--- config.mk ---
export PLATFORM = sky130hd
export DESIGN_NAME = sltc_top
export DESIGN_NICKNAME = d
export VERILOG_FILES = /design/src/rtl/sltc_fifo.v /design/src/rtl/sltc_top.v
export VERILOG_INCLUDE_DIRS = /design/src /design/src/common
export SDC_FILE = /design/constraint.sdc
export NUM_CORES = 1
export LEC_CHECK = 0
export BUFFER_PORTS_ARGS = -buffer_cell sky130_fd_sc_hd__buf_2
export CORE_ASPECT_RATIO = 0.6
export CORE_MARGIN = 1.5
export CORE_UTILIZATION = 63
export CTS_BUF_LIST = sky130_fd_sc_hd__clkbuf_2 sky130_fd_sc_hd__clkbuf_4 sky130_fd_sc_hd__clkbuf_8
export DETAILED_ROUTE_END_ITERATION = 7
export PLACE_DENSITY_LB_ADDON = 0.2
export SLEW_MARGIN = 10
export SYNTH_ARGS = -nofsm -noshare
export SYNTH_HDL_FRONTEND = slang
export SYNTH_SLANG_ARGS = --single-unit
--- constraint.sdc ---
create_clock -name clk -period 15.2 [get_ports clk]
set_input_delay 4.56 -clock clk [delete_from_list [all_inputs] [get_ports clk]]
set_output_delay 4.56 -clock clk [all_outputs]
set_load 0.005 [all_outputs]
--- src/common/sltc_regs.vh ---
`ifndef SLTC_REGS_VH
`define SLTC_REGS_VH
`define SLTC_ADDR_CFG       4'h0
`define SLTC_ADDR_DELAY     4'h1
`define SLTC_ADDR_DEPTH     4'h2
`define SLTC_ADDR_STATUS    4'h3
`define SLTC_ADDR_RXDATA    4'h4
`define SLTC_ADDR_COUNT     4'h5
`define SLTC_PHY_232        2'h0
`define SLTC_PHY_422        2'h1
`define SLTC_PHY_485        2'h2
`define SLTC_PHY_KEEP       2'h3
`define SLTC_DUP_HALF       2'h0
`define SLTC_DUP_FULL       2'h1
`define SLTC_DUP_P2P        2'h2
`define SLTC_DUP_KEEP       2'h3
`define SLTC_FLOW_HW        2'h0
`define SLTC_FLOW_SW        2'h1
`define SLTC_FLOW_NONE      2'h2
`define SLTC_FLOW_KEEP      2'h3
`define SLTC_CFG_PHY_LSB    0
`define SLTC_CFG_DUP_LSB    2
`define SLTC_CFG_FLOW_LSB   4
`define SLTC_DELAY_MAX      16'hfffe
`define SLTC_DELAY_KEEP     16'hffff
`define SLTC_DELAY_RST      16'h0000
`define SLTC_DEPTH_MIN      16'h0040
`define SLTC_DEPTH_MAX      16'h7fee
`define SLTC_DEPTH_RST      16'h0140
`define SLTC_DEPTH_KEEP     16'hffff
`define SLTC_MS_NS          1000000
`define SLTC_CLK_NS         50
`define SLTC_MS_CYCLES      (`SLTC_MS_NS / `SLTC_CLK_NS)
`endif

--- src/rtl/sltc_fifo.v ---
`timescale 1ns/1ps
module sltc_fifo #(
  parameter WIDTH = 8,
  parameter DEPTH = 16,
  parameter AW    = 4
) (
  input  wire             clk,
  input  wire             resetn,
  input  wire             flush,
  input  wire [WIDTH-1:0] in_data,
  input  wire             in_valid,
  output wire             in_ready,
  output wire [WIDTH-1:0] out_data,
  output wire             out_valid,
  input  wire             out_ready
);
  reg [WIDTH-1:0] mem [0:DEPTH-1];
  reg [AW-1:0]    wr_ptr;
  reg [AW-1:0]    rd_ptr;
  reg [AW:0]      count;
  wire            push;
  wire            pop;

  assign in_ready  = (count != DEPTH[AW:0]);
  assign out_valid = (count != {(AW+1){1'b0}});
  assign out_data  = mem[rd_ptr];
  assign push      = in_valid && in_ready;
  assign pop       = out_valid && out_ready;

  always @(posedge clk) begin
    if (push) begin
      mem[wr_ptr] <= in_data;
    end
  end

  always @(posedge clk) begin
    if (!resetn || flush) begin
      wr_ptr <= {AW{1'b0}};
      rd_ptr <= {AW{1'b0}};
      count  <= {(AW+1){1'b0}};
    end else begin
      if (push) begin
        wr_ptr <= (wr_ptr == DEPTH[AW-1:0] - 1'b1) ? {AW{1'b0}} : wr_ptr + 1'b1;
      end
      if (pop) begin
        rd_ptr <= (rd_ptr == DEPTH[AW-1:0] - 1'b1) ? {AW{1'b0}} : rd_ptr + 1'b1;
      end
      if (push && !pop) begin
        count <= count + 1'b1;
      end else if (pop && !push) begin
        count <= count - 1'b1;
      end
    end
  end
endmodule // sltc_fifo

--- src/rtl/sltc_top.v ---
// The strobed register port and the register offsets were chosen for this implementation.
`timescale 1ns/1ps
`include "sltc_regs.vh"
module sltc_top #(
  parameter PORT_ONE_FIXED = 1'b1,
  parameter DIFF_CAPABLE   = 1'b1,
  parameter MS_CYCLES      = `SLTC_MS_CYCLES,
  parameter FIFO_DEPTH     = 16,
  parameter FIFO_AW        = 4
) (
  input  wire        clk,
  input  wire        resetn,
  input  wire        port_is_one,
  input  wire [3:0]  addr,
  input  wire [31:0] wdata,
  input  wire        wr_stb,
  input  wire        rd_stb,
  output reg  [31:0] rdata,
  input  wire        tx_busy,
  input  wire        tx_start_req,
  output reg         tx_go,
  input  wire        cts,
  output reg         rts,
  output reg         rts_oe,
  output reg         txd_oe,
  output reg         rx_enable,
  output reg         tx_done,
  input  wire [7:0]  rx_char,
  input  wire        rx_char_valid,
  output reg         rx_overflow,
  output reg  [1:0]  phy_mode,
  output reg  [1:0]  flow_mode
);
  localparam ST_IDLE = 2'd0;
  localparam ST_WAIT = 2'd1;
  localparam ST_SEND = 2'd2;
  localparam ST_HOLD = 2'd3;

  reg  [1:0]  state;
  reg  [1:0]  duplex;
  reg  [15:0] delay_ms;
  reg  [15:0] depth;
  reg  [15:0] ms_left;
  reg  [31:0] tick_cnt;
  reg  [15:0] level;
  reg         sticky_ovf;
  reg         phy_done;
  reg         pop_rd;
  wire [7:0]  fifo_dout;
  wire        fifo_valid;
  wire        fifo_in_ready;
  wire        fifo_push;
  wire        diff;
  wire        window;
  wire [1:0]  w_phy;
  wire [1:0]  w_dup;
  wire [1:0]  w_flow;
  wire        ms_tick;
  wire        accept;

  function phy_ok;
    input [1:0] sel;
    input       is_one;
    begin
      if (sel == `SLTC_PHY_232) begin
        phy_ok = 1'b1;
      end else if (sel == `SLTC_PHY_422 || sel == `SLTC_PHY_485) begin
        phy_ok = DIFF_CAPABLE && !(is_one && PORT_ONE_FIXED);
      end else begin
        phy_ok = 1'b0;
      end
    end
  endfunction

  assign w_phy  = wdata[`SLTC_CFG_PHY_LSB+1:`SLTC_CFG_PHY_LSB];
  assign w_dup  = wdata[`SLTC_CFG_DUP_LSB+1:`SLTC_CFG_DUP_LSB];
  assign w_flow = wdata[`SLTC_CFG_FLOW_LSB+1:`SLTC_CFG_FLOW_LSB];
  assign diff   = (phy_mode != `SLTC_PHY_232);
  assign window = (state != ST_IDLE);
  assign ms_tick = (tick_cnt == MS_CYCLES - 1);
  // Level counts stored chars; depth-1 leaves one slot as overflow guard
  assign accept    = (level < depth - 16'h0001);
  assign fifo_push = rx_char_valid && accept && fifo_in_ready;

  sltc_fifo #(
    .WIDTH (8),
    .DEPTH (FIFO_DEPTH),
    .AW    (FIFO_AW)
  ) u_fifo (
    .clk       (clk),
    .resetn    (resetn),
    .flush     (1'b0),
    .in_data   (rx_char),
    .in_valid  (fifo_push),
    .in_ready  (fifo_in_ready),
    .out_data  (fifo_dout),
    .out_valid (fifo_valid),
    .out_ready (pop_rd)
  );

  always @* begin
    pop_rd = rd_stb && (addr == `SLTC_ADDR_RXDATA) && fifo_valid;
  end

  // Configuration registers; a KEEP code leaves a field untouched
  always @(posedge clk) begin
    if (!resetn) begin
      phy_mode  <= `SLTC_PHY_232;
      duplex    <= `SLTC_DUP_FULL;
      flow_mode <= `SLTC_FLOW_HW;
      delay_ms  <= `SLTC_DELAY_RST;
      depth     <= `SLTC_DEPTH_RST;
      phy_done  <= 1'b0;
    end else begin
      // Strap may differ per variant, so it is sampled after release
      if (!phy_done) begin
        phy_done <= 1'b1;
        if (DIFF_CAPABLE && !port_is_one && !PORT_ONE_FIXED) begin
          phy_mode <= `SLTC_PHY_485;
        end
      end
      if (wr_stb && addr == `SLTC_ADDR_CFG) begin
        if (w_phy != `SLTC_PHY_KEEP && phy_ok(w_phy, port_is_one)) begin
          phy_mode <= w_phy;
        end
        if (w_dup != `SLTC_DUP_KEEP) begin
          duplex <= w_dup;
        end
        if (w_flow != `SLTC_FLOW_KEEP) begin
          flow_mode <= w_flow;
        end
      end else if (wr_stb && addr == `SLTC_ADDR_DELAY) begin
        if (wdata[15:0] <= `SLTC_DELAY_MAX) begin
          delay_ms <= wdata[15:0];
        end
      end else if (wr_stb && addr == `SLTC_ADDR_DEPTH) begin
        if (wdata[15:0] >= `SLTC_DEPTH_MIN && wdata[15:0] <= `SLTC_DEPTH_MAX) begin
          depth <= wdata[15:0];
        end
      end
    end
  end

  // Transmit window sequencer
  always @(posedge clk) begin
    if (!resetn) begin
      state    <= ST_IDLE;
      ms_left  <= 16'h0000;
      tick_cnt <= 32'h0000_0000;
      tx_go    <= 1'b0;
      tx_done  <= 1'b0;
    end else begin
      tx_done <= 1'b0;
      tick_cnt <= (state == ST_HOLD && !ms_tick) ? tick_cnt + 32'h0000_0001 : 32'h0000_0000;
      case (state)
        ST_IDLE: begin
          tx_go <= 1'b0;
          if (tx_start_req) begin
            state <= ST_WAIT;
          end
        end
        ST_WAIT: begin
          if (flow_mode != `SLTC_FLOW_HW || cts) begin
            tx_go <= 1'b1;
            state <= ST_SEND;
          end
        end
        ST_SEND: begin
          tx_go <= 1'b1;
          if (!tx_busy && !tx_start_req) begin
            ms_left <= delay_ms;
            state   <= ST_HOLD;
          end
        end
        ST_HOLD: begin
          if (tx_start_req || tx_busy) begin
            state <= ST_SEND;
          end else if (ms_left == 16'h0000) begin
            state   <= ST_IDLE;
            tx_go   <= 1'b0;
            tx_done <= 1'b1;
          end else if (ms_tick) begin
            ms_left <= ms_left - 16'h0001;
          end
        end
        default: begin
          state <= ST_IDLE;
        end
      endcase
    end
  end

  // Line drivers and receiver gate, released in the same edge; in P2P duplex the drivers stay on with diff
  always @(posedge clk) begin
    if (!resetn) begin
      rts       <= 1'b0;
      rts_oe    <= 1'b0;
      txd_oe    <= 1'b0;
      rx_enable <= 1'b1;
    end else begin
      rts <= window && flow_mode == `SLTC_FLOW_HW && !(state == ST_HOLD && ms_left == 16'h0000
             && !tx_start_req && !tx_busy);
      if (duplex == `SLTC_DUP_P2P) begin
        rts_oe    <= diff;
        txd_oe    <= diff;
        rx_enable <= 1'b1;
      end else begin
        rts_oe    <= diff && window && !(state == ST_HOLD && ms_left == 16'h0000
                     && !tx_start_req && !tx_busy);
        txd_oe    <= diff && window && !(state == ST_HOLD && ms_left == 16'h0000
                     && !tx_start_req && !tx_busy);
        rx_enable <= (duplex == `SLTC_DUP_FULL) || !window
                     || (state == ST_HOLD && ms_left == 16'h0000
                     && !tx_start_req && !tx_busy);
      end
    end
  end

  // Receive buffer occupancy; FIFO is the near store, depth the policy
  always @(posedge clk) begin
    if (!resetn) begin
      level       <= 16'h0000;
      sticky_ovf  <= 1'b0;
      rx_overflow <= 1'b0;
    end else begin
      if (fifo_push && !pop_rd) begin
        level <= level + 16'h0001;
      end else if (pop_rd && !fifo_push) begin
        level <= level - 16'h0001;
      end
      rx_overflow <= rx_char_valid && !fifo_push;
      if (rx_char_valid && !fifo_push) begin
        sticky_ovf <= 1'b1;
      end else if (rd_stb && addr == `SLTC_ADDR_STATUS) begin
        sticky_ovf <= 1'b0;
      end
    end
  end

  // Read port, data one cycle after strobe
  always @(posedge clk) begin
    if (!resetn) begin
      rdata <= 32'h0000_0000;
    end else if (rd_stb) begin
      if (addr == `SLTC_ADDR_CFG) begin
        rdata <= {26'h000_0000, flow_mode, duplex, phy_mode};
      end else if (addr == `SLTC_ADDR_DELAY) begin
        rdata <= {16'h0000, delay_ms};
      end else if (addr == `SLTC_ADDR_DEPTH) begin
        rdata <= {16'h0000, depth};
      end else if (addr == `SLTC_ADDR_STATUS) begin
        rdata <= {27'h000_0000, sticky_ovf, rx_enable, txd_oe, state};
      end else if (addr == `SLTC_ADDR_RXDATA) begin
        rdata <= {23'h00_0000, fifo_valid, fifo_valid ? fifo_dout : 8'h00};
      end else if (addr == `SLTC_ADDR_COUNT) begin
        rdata <= {16'h0000, level};
      end else begin
        rdata <= 32'h0000_0000;
      end
    end else begin
      rdata <= 32'h0000_0000;
    end
  end
endmodule // sltc_top

==> flow_summary.json, run 1 <==
{
  "skew_ps": 31.3,
  "post_cts_buffers": 0,
  "core-area_um2": 20000,
  "cts-root-buf": "clkbuf_8",
  "num_rows": 40,
  "start_kind": "primary input",
  "fin_nets": 1319,
  "r2r_start": "depth[2]$_SDFFE_PN0P_",
  "vias_per_cell": 6.22,
  "pin_count": 96,
  "maxCapViolations": 0,
  "grt_pass1_wl_um": 47500,
  "vias": 9443,
  "syn_inst": 1148,
  "finalMaxSlewViolations": 0,
  "holdWs_ps": 468,
  "synthTopCellsByArea": "edfxtp_1, dfxtp_1, mux4_2, ha_1, nor2_1",
  "synth_cell_type_count": 68,
  "ys_async_sr_fraction_pct": 0,
  "path_max_fanout": 16,
  "hold_class": "reg -> reg",
  "syn_area_per_cell_um2": 11.2,
  "track_usage_pct": 29.1,
  "post-dp-hpwl_um": 21600,
  "setup_viol": 0,
  "final_common_cell": "dfxtp_1",
  "layout_common_cells": "dfxtp_1, nor2_1, edfxtp_1",
  "leakage_nw": 5.19,
  "cp_top_family": "compound AO/OA/AOI/OAI gates",
  "p_per_area_nw_per_um2": 155,
  "drtAntennaViolNets": 0,
  "finalCritPeriodShare_pct": 57.5,
  "die-area_um2": 21400,
  "p_total_w": 0.00221,
  "start_util_pct": 64.4,
  "peakVddDrop_v": 0.000117,
  "ys_ff_latch": 272,
  "fillers": 1445,
  "cts_tree": "built",
  "cts.reportedPaths.clkPinSlew_ps": 70,
  "hold_violations": 0,
  "rr_worst_depth": 21,
  "synth_ff_type": "dfxtp_1",
  "dieWidth_um": 188,
  "clock_path_buffers": 3,
  "area_growth_pct": 10.3,
  "diodes": 0,
  "crit_type": "in -> reg",
  "gp_congestion": 0.868,
  "grt_pass1_vias": 8392,
  "clock_sinks": 272,
  "rsz0062_at_grt": "false",
  "ys_warn_count": 0,
  "final_layout_size_suffix_gt1_share_pct": 16.2,
  "avgRoutedWirePerCell_um": 20.3,
  "tightest_slew_ps": 1270,
  "post-route-min-period_ps": 8740,
  "holdPathStages": 1,
  "clk_latency_ps": 560,
  "hp-start": "tick_cnt[0]$_SDFF_PN0_",
  "io_buffer_count": 63,
  "synth_area_um2": 12900,
  "cts_hold_buf": 0,
  "setup_tns_ps": 0,
  "end_kind": "register",
  "cpMostUsedCell": "ha_1",
  "path_buf_inv": 2,
  "status": "finished clean",
  "r2r_slack_ps": 8930,
  "synth_edf_count": 128,
  "drt_first_pass_iters": 6,
  "yosys.area.top_type": "edfxtp_1",
  "routed_wl_um": 30800,
  "path_cells": "buf_2, nand2b_1, nor3_1, a21boi_1, nand2_1, ha_1, inv_1, ha_1, o211ai_1, o21a_1, a2111o_1, and3_1, a211oi_1, mux2i_1",
  "antenna_found_initial": 0,
  "cp_data_arrival_time_ps": 9210,
  "grt_max_degree": 51,
  "reg2reg_to": "level[15]$_SDFFE_PN0P_",
  "worst_path_max_delay_cell": "a21boi_1",
  "ys_seq_area_share_pct": 52.1,
  "drcViolationCount": 0,
  "holdPathEnd": "tick_cnt[0]$_SDFF_PN0_",
  "grt_overflow": 0,
  "drt_iter0_markers": 1106,
  "yosys.area.top_type_share_pct": 29.8,
  "slew_headroom_pct": 15.3,
  "cts_buffers": 40,
  "worstPathRequired_ps": 15670,
  "max_freq_mhz": 114,
  "die_height_um": 114,
  "max_stage_delay_ps": 890,
  "post_cts_resize_count": 0,
  "htree_num_levels": 2
}
==> per-stage QoR <==
| step | cells | setup WS, ps | area, um^2 | util [%] |
|---|---|---|---|---|
| 2_1_floorplan | 1163 | 7460 | 13000 | - |
| 3_3_place_gp | 1445 | 6120 | 13400 | 66.8 |
| 3_5_place_dp | 1445 | 6070 | 13400 | 66.8 |
| 4_1_cts | 1518 | 6600 | 14200 | 71.0 |
| 5_1_grt | 1518 | 6150 | 14200 | 71.1 |
| 6_report | 1518 | 6460 | 14200 | 71.1 |
==> worst reg2reg max path, stage by stage, from the launching register on <==
cell	delay, ps
dfxtp_1	420
nor4_1	380
nand2_1	160
or4_1	480
nor4_1	300
xnor2_1	120
ha_1	190
a21o_1	180
a21o_1	170
a221oi_1	340
o211ai_1	170
buf_4	230
inv_1	270
ha_1	350
inv_1	320
ha_1	490
o211ai_1	140
o21a_1	200
a2111o_1	440
and3_1	220
a211oi_1	380
mux2i_1	230
==> worst max path at each step <==
stage | startpoint | to | slack [ps] | cells after the start
final | addr[3] | level[15]$_SDFFE_PN0P_ | 6460 | 14
after global routing | addr[3] | level[15]$_SDFFE_PN0P_ | 6150 | 14
after CTS | addr[3] | level[15]$_SDFFE_PN0P_ | 6600 | 14
after detailed placement | addr[3] | level[15]$_SDFFE_PN0P_ | 6070 | 14
after global placement | addr[3] | level[15]$_SDFFE_PN0P_ | 6120 | 14
after floorplan | addr[3] | level[15]$_SDFFE_PN0P_ | 7460 | 14
==> logic make-up (layout without fill, tap and decap cells) <==
group | count (synthesis) | count (layout) | share of synthesized area [%]
mux | 91 | 91 | 11.0
flops | 272 | 272 | 52.1
fa+ha+maj | 52 | 52 | 5.16
simple gates | 378 | 378 | 14.1
compound gates | 196 | 196 | 10.0
xor+xnor | 61 | 61 | 4.14
buf+inv | 97 | 179 | 3.48
other cells | 1 | 16 | 0.0291
==> layout make-up <==
type | count | area (um^2) | share of cell area [%]
Inverter | 33 | 124 | 0.871
Tap cell | 273 | 342 | 2.40
Timing Repair Buffer | 73 | 390 | 2.74
Clock inverter | 14 | 136 | 0.959
Sequential cell | 272 | 6730 | 47.3
Clock buffer | 59 | 718 | 5.05
Multi-Input combinational cell | 794 | 5790 | 40.7
==> state kept, by name, indices dropped and copies added, names as in the netlist, 5 cells and up, named ones only <==
| name | cells |
|---|---|
| delay_ms | 16 |
| depth | 16 |
| level | 16 |
| ms_left | 16 |
| rdata | 16 |
| tick_cnt | 32 |
| u_fifo.count | 5 |
| u_fifo.mem | 128 |
==> synth_stat cells (all sizes together), types with 4 or more instances <==
cell type,number
mux2i,47
dfxtp,144
xor2,35
or3,10
a22oi,5
a21oi,67
nor3,33
inv,33
a211oi,12
and4,5
and3,13
mux2,4
nor4,18
a21o,16
mux4,40
ha,50
nand2,70
xnor2,26
and2,8
nand2b,9
nand3,36
o22ai,4
o21ai,39
edfxtp,128
clkbuf,35
a222oi,8
nor2,140
o31a,4
o211ai,6
buf,29
or4,5
o21a,5
nor2b,11
nand4,10
==> layer usage <==
metal	global-route usage, %	up-vias	share of wire [%]
met5	0	-	0
met4	6.88	0	1.4
met3	7.11	43	12
met2	38.2	456	40
met1	47.6	4587	47
li1	-	4357	-
==> power breakdown <==
group / internal (W) / switching, W
sequential: 0.000816 / 0.0000523
combinational: 0.000297 / 0.000416
clock: 0.000341 / 0.000285
total: 0.00145 / 0.000753
Power figures use the tool's default switching activity.
==> inputs of run 2 (changes only) <==
Clock period 15.2 ns to 8.2 ns, I/O delays scaled along.
==> run 2 against run 1 <==
Clock power rose by 92%. Utilization rose by 0.21 points. Routed wire length barely moved. Critical path depth rose by 7. Power rose by 87%. Via count fell by 0.26%. Register-to-register slack got worse by 6900 ps. Flip-flop and latch count did not move. Combinational power rose by 85%. Count of clock-buffer cells in the layout fell by 1. Critical path type is now reg -> reg. Critical endpoint unchanged. Largest cell class unchanged. Highest routed layer unchanged.
==> flow_summary.json, run 2 (same netlist as run 1, synthesis figures left out) <==
{
  "status": "finished clean",
  "peakVddDrop_v": 0.000191,
  "core-area_um2": 20000,
  "r2r_start": "depth[2]$_SDFFE_PN0P_",
  "holdPathStages": 1,
  "reg2reg_to": "level[15]$_SDFFE_PN0P_",
  "drtAntennaViolNets": 0,
  "gp_congestion": 0.881,
  "drt_iter0_markers": 1073,
  "pin_count": 96,
  "htree_num_levels": 2,
  "cpMostUsedCell": "ha_1",
  "fin_nets": 1321,
  "switchingPower_w": 0.00140,
  "path_cells": "nor4_1, nand2_1, or4_1, nor4_1, xnor2_1, ha_1, a21o_1, a21o_1, a221oi_1, o211ai_1, buf_4, inv_1, ha_1, inv_1, ha_1, o211ai_1, o21a_1, a2111o_1, and3_1, a211oi_1, mux2i_1",
  "final_layout_size_suffix_gt1_share_pct": 16.4,
  "worst_path_max_delay_cell": "ha_1",
  "area_growth_pct": 10.6,
  "largest-register": "u_fifo.mem",
  "p_int_w": 0.00274,
  "diodes": 0,
  "holdPathEnd": "tick_cnt[0]$_SDFF_PN0_",
  "drcViolationCount": 0,
  "tightest_slew_ps": 1230,
  "placed_cell_area_um2": 13400,
  "r2r_slack_ps": 2030,
  "die-area_um2": 21400,
  "clock_sinks": 272,
  "hold_class": "reg -> reg",
  "io_buffer_count": 63,
  "start_kind": "register",
  "leakage_nw": 5.22,
  "worstPathRequired_ps": 8680,
  "p_per_area_nw_per_um2": 290,
  "setup_tns_ps": 0,
  "rsz0062_at_grt": "false",
  "post-route-min-period_ps": 6170,
  "finalMaxSlewViolations": 0,
  "finalCritPeriodShare_pct": 75.3,
  "hp-start": "tick_cnt[0]$_SDFF_PN0_",
  "cts_hold_buf": 0,
  "layout_common_cells": "dfxtp_1, nor2_1, edfxtp_1",
  "max_stage_delay_ps": 500,
  "cts_tree": "built",
  "cts-root-buf": "clkbuf_8",
  "end_kind": "register",
  "reg_top3": "u_fifo.mem: 128 flops, tick_cnt: 32 flops",
  "largest_reg_flops": 128,
  "max_freq_mhz": 162,
  "grt_overflow": 0,
  "die_height_um": 114,
  "start_util_pct": 64.4,
  "clock_path_buffers": 3,
  "avgRoutedWirePerCell_um": 20.3,
  "vias": 9418,
  "clk_latency_ps": 580,
  "p_total_w": 0.00413,
  "cts.reportedPaths.clkPinSlew_ps": 60,
  "hold_violations": 0,
  "post_cts_buffers": 0,
  "post-dp-hpwl_um": 21400,
  "maxCapViolations": 0,
  "rr_worst_depth": 21,
  "cp_data_arrival_time_ps": 6650,
  "grt_max_degree": 59,
  "vias_per_cell": 6.20,
  "slew_headroom_pct": 18.1,
  "p_sw_share_pct": 33.8,
  "path_max_fanout": 16,
  "post-route-cell-area_um2": 14300,
  "dieWidth_um": 188,
  "p_clk_share_pct": 29.1,
  "antenna_found_initial": 0,
  "crit_type": "reg -> reg",
  "post_cts_resize_count": 0,
  "setup_viol": 0,
  "final_common_cell": "dfxtp_1",
  "stdcell_count": 1519,
  "num_rows": 40,
  "power_frac_seq_pct": 38.9,
  "path_buf_inv": 3,
  "grt_pass1_wl_um": 47000,
  "track_usage_pct": 28.9,
  "routed_wl_um": 30800,
  "dp_cells": 1447,
  "drt_first_pass_iters": 7,
  "grt_pass1_vias": 8455,
  "p_comb_share_pct": 32.0,
  "cts_buffers": 40,
  "skew_ps": 34.0,
  "cp_top_family": "compound AO/OA/AOI/OAI gates"
}
-- run 2: cell count changes in the layout (fill, tap and decap cells not counted), sizes merged --
cell	change
buf	+2
clkinvlp	-2
bufinv	+1
clkbuf	-1
inv	+1
-- run 2: layout make-up --
class / count / area [um^2]
Inverter: 33 / 124
Clock inverter: 14 / 165
Multi-Input combinational cell: 794 / 5780
Clock buffer: 58 / 723
Tap cell: 273 / 342
Sequential cell: 272 / 6730
Fill cell: 1429 / 5750
Timing Repair Buffer: 75 / 405
-- run 2: how the worst max path moves through the flow --
| stage | startpoint | endpoint | slack (ps) | cells past startpoint |
|---|---|---|---|---|
| 3_3_place_gp | addr[3] | level[15]$_SDFFE_PN0P_ | 1870 | 15 |
| 2_1_floorplan | addr[3] | level[15]$_SDFFE_PN0P_ | 2560 | 14 |
| 3_5_place_dp | addr[3] | level[15]$_SDFFE_PN0P_ | 1780 | 15 |
| 5_1_grt | depth[2]$_SDFFE_PN0P_ | level[15]$_SDFFE_PN0P_ | 1650 | 21 |
| 4_1_cts | depth[2]$_SDFFE_PN0P_ | level[15]$_SDFFE_PN0P_ | 2150 | 21 |
| 6_report | depth[2]$_SDFFE_PN0P_ | level[15]$_SDFFE_PN0P_ | 2030 | 21 |
-- run 2: metrics by stage --
| stage | worst slack [ps] | hold slack [ps] | util (%) |
|---|---|---|---|
| floorplan | 2560 | 426 | - |
| global placement | 1870 | 443 | 66.8 |
| detailed placement | 1780 | 453 | 66.8 |
| CTS | 2150 | 467 | 71.3 |
| global route | 1650 | 487 | 71.3 |
| finish | 2030 | 461 | 71.3 |
-- run 2: layer usage --
metal  track usage, %  part of all wire (%)  up-vias
li1                 -                     -     4364
met1             44.5                    46     4513
met2             38.9                    40      492
met3             8.92                    12       49
met4             8.21                   1.8        0
met5                0                     0        -
-- run 2: power by group through the flow --
stage	combinational (W)	clock [W]	sequential, W
after detailed placement	0.00129	0	0.00163
after global routing	0.00148	0.00127	0.00162
after global placement	0.00126	0	0.00163
final	0.00132	0.00120	0.00161
after floorplan	0.00102	0	0.00160
after CTS	0.00130	0.00121	0.00160
==> inputs of run 3 (changes only) <==
Settings changed: CORE_UTILIZATION 63 to 57.
Clock period 8.2 ns to 5.65 ns, I/O delays scaled along.
==> run 3 against run 2 <==
Final cell count grew 3.0%. Setup slack got worse by 1700 ps. Clock skew decreased by 8.7 ps. Critical path depth is the same. Combinational power rose by 45%. Global-route usage down 1.9 points. Via count decreased by 1.3%. Routed wire length is 1.0% higher. Die area increased by 10%. Critical endpoint unchanged. Largest power group unchanged.
==> flow_summary.json, run 3 (same netlist as run 1, synthesis figures left out) <==
{
  "holdPathEnd": "sticky_ovf$_SDFFE_PN0P_",
  "hp-start": "sticky_ovf$_SDFFE_PN0P_",
  "track_usage_pct": 27.0,
  "post_cts_buffers": 0,
  "reg_top3": "u_fifo.mem: 128 flops, tick_cnt: 32 flops",
  "p_total_w": 0.00590,
  "die-area_um2": 23600,
  "status": "finished clean",
  "start_util_pct": 58.3,
  "tightest_slew_ps": 1260,
  "max_freq_mhz": 189,
  "avgRoutedWirePerCell_um": 19.9,
  "final_common_cell": "dfxtp_1",
  "largest_reg_flops": 128,
  "drt_iter0_markers": 992,
  "clk_latency_ps": 580,
  "num_rows": 42,
  "largest-register": "u_fifo.mem",
  "clock_sinks": 272,
  "path_max_fanout": 11,
  "start_kind": "register",
  "antenna_found_initial": 1,
  "rr_worst_depth": 21,
  "hold_violations": 0,
  "core-area_um2": 22100,
  "maxCapViolations": 0,
  "layout_common_cells": "dfxtp_1, nor2_1, edfxtp_1",
  "p_int_w": 0.00388,
  "grt_pass1_vias": 8602,
  "rsz0062_at_grt": "false",
  "grt_pass1_wl_um": 48400,
  "p_comb_share_pct": 32.3,
  "fin_nets": 1330,
  "finalCritPeriodShare_pct": 93.7,
  "io_buffer_count": 63,
  "holdPathStages": 2,
  "switchingPower_w": 0.00202,
  "routed_wl_um": 31100,
  "vias": 9294,
  "r2r_slack_ps": 360,
  "finalMaxSlewViolations": 0,
  "setup_tns_ps": 0,
  "p_sw_share_pct": 34.3,
  "die_height_um": 120,
  "post-dp-hpwl_um": 21900,
  "critPathLaunch": "depth[2]$_SDFFE_PN0P_",
  "slew_headroom_pct": 15.8,
  "reg2reg_to": "level[15]$_SDFFE_PN0P_",
  "dieWidth_um": 197,
  "drt_first_pass_iters": 7,
  "p_per_area_nw_per_um2": 412,
  "power_frac_seq_pct": 39.7,
  "skew_ps": 25.3,
  "htree_num_levels": 2,
  "cts_buffers": 41,
  "hold_class": "reg -> reg",
  "dp_cells": 1490,
  "leakage_nw": 5.25,
  "area_growth_pct": 11.1,
  "clock_path_buffers": 3,
  "setup_viol": 0,
  "post-route-min-period_ps": 5290,
  "p_clk_share_pct": 28.0,
  "gp_congestion": 0.871,
  "worstPathRequired_ps": 6150,
  "end_kind": "register",
  "cp_data_arrival_time_ps": 5790,
  "cts_tree": "built",
  "drtAntennaViolNets": 0,
  "vias_per_cell": 5.94,
  "r2r_start": "depth[2]$_SDFFE_PN0P_",
  "cts.reportedPaths.clkPinSlew_ps": 60,
  "grt_max_degree": 50,
  "peakVddDrop_v": 0.000298,
  "cts-root-buf": "clkbuf_8",
  "final_layout_size_suffix_gt1_share_pct": 17.4,
  "drcViolationCount": 0,
  "grt_overflow": 0,
  "pin_count": 96,
  "stdcell_count": 1564,
  "crit_type": "reg -> reg"
}
[run 3: power groups by stage]
stage / Clock (W) / Sequential [W] / Combinational (W)
2_1_floorplan: 0 / 0.00232 / 0.00148
3_3_place_gp: 0 / 0.00237 / 0.00185
3_5_place_dp: 0 / 0.00237 / 0.00188
4_1_cts: 0.00168 / 0.00233 / 0.00190
5_1_grt: 0.00177 / 0.00235 / 0.00216
6_report: 0.00165 / 0.00234 / 0.00191
[run 3: layer usage]
| layer | global-route usage (%) | wire, um |
|---|---|---|
| met4 | 7.16 | 479 |
| met5 | 0 | 0 |
| met1 | 43.8 | 15400 |
| met2 | 35.3 | 12300 |
| met3 | 6.72 | 2940 |
[run 3: cell type report]
| type | count | area, um^2 |
|---|---|---|
| Fill cell | 1739 | 7790 |
| Sequential cell | 272 | 6730 |
| Multi-Input combinational cell | 794 | 5800 |
| Clock buffer | 61 | 746 |
| Timing Repair Buffer | 83 | 465 |
| Tap cell | 308 | 385 |
| Inverter | 33 | 124 |
| Clock inverter | 12 | 86.3 |
| Antenna cell | 1 | 2.50 |
[run 3: worst max path at each step]
stage / end / cells past startpoint
after floorplan: level[15]$_SDFFE_PN0P_ / 21
after global placement: level[15]$_SDFFE_PN0P_ / 21
after detailed placement: level[15]$_SDFFE_PN0P_ / 21
after global routing: level[15]$_SDFFE_PN0P_ / 21
final: level[15]$_SDFFE_PN0P_ / 21
after CTS: level[15]$_SDFFE_PN0P_ / 21
[run 3: timing repair]
item | in CTS | in global routing
hold endpoints to repair | 0 | 0
hold buffers | 0 | 0
setup endpoints to repair | 0 | 6
resized for setup | 0 | 2
[run 3: through the flow]
step | setup slack, ps | utilization [%] | cell area [um^2] | hold WS (ps)
floorplan | 595 | - | 13000 | 426
global placement | 292 | 61.0 | 13500 | 444
detailed placement | 249 | 61.0 | 13500 | 455
CTS | 204 | 64.7 | 14300 | 464
global route | 14.6 | 64.8 | 14300 | 495
finish | 359 | 64.8 | 14300 | 463
[run 3: worst max-delay path, stage by stage, from the launching register on]
cell	delay (ps)
dfxtp_1	320
nor4_2	420
nand2_1	120
or4_1	520
nor2_1	190
xnor2_1	140
ha_1	270
a21o_1	160
a21o_1	170
a221oi_1	280
o211ai_1	150
inv_1	110
ha_1	240
inv_1	160
buf_4	220
ha_1	390
o21a_1	160
nor2_1	40
a2111o_1	420
and3_1	220
a211oi_1	280
mux2i_1	210
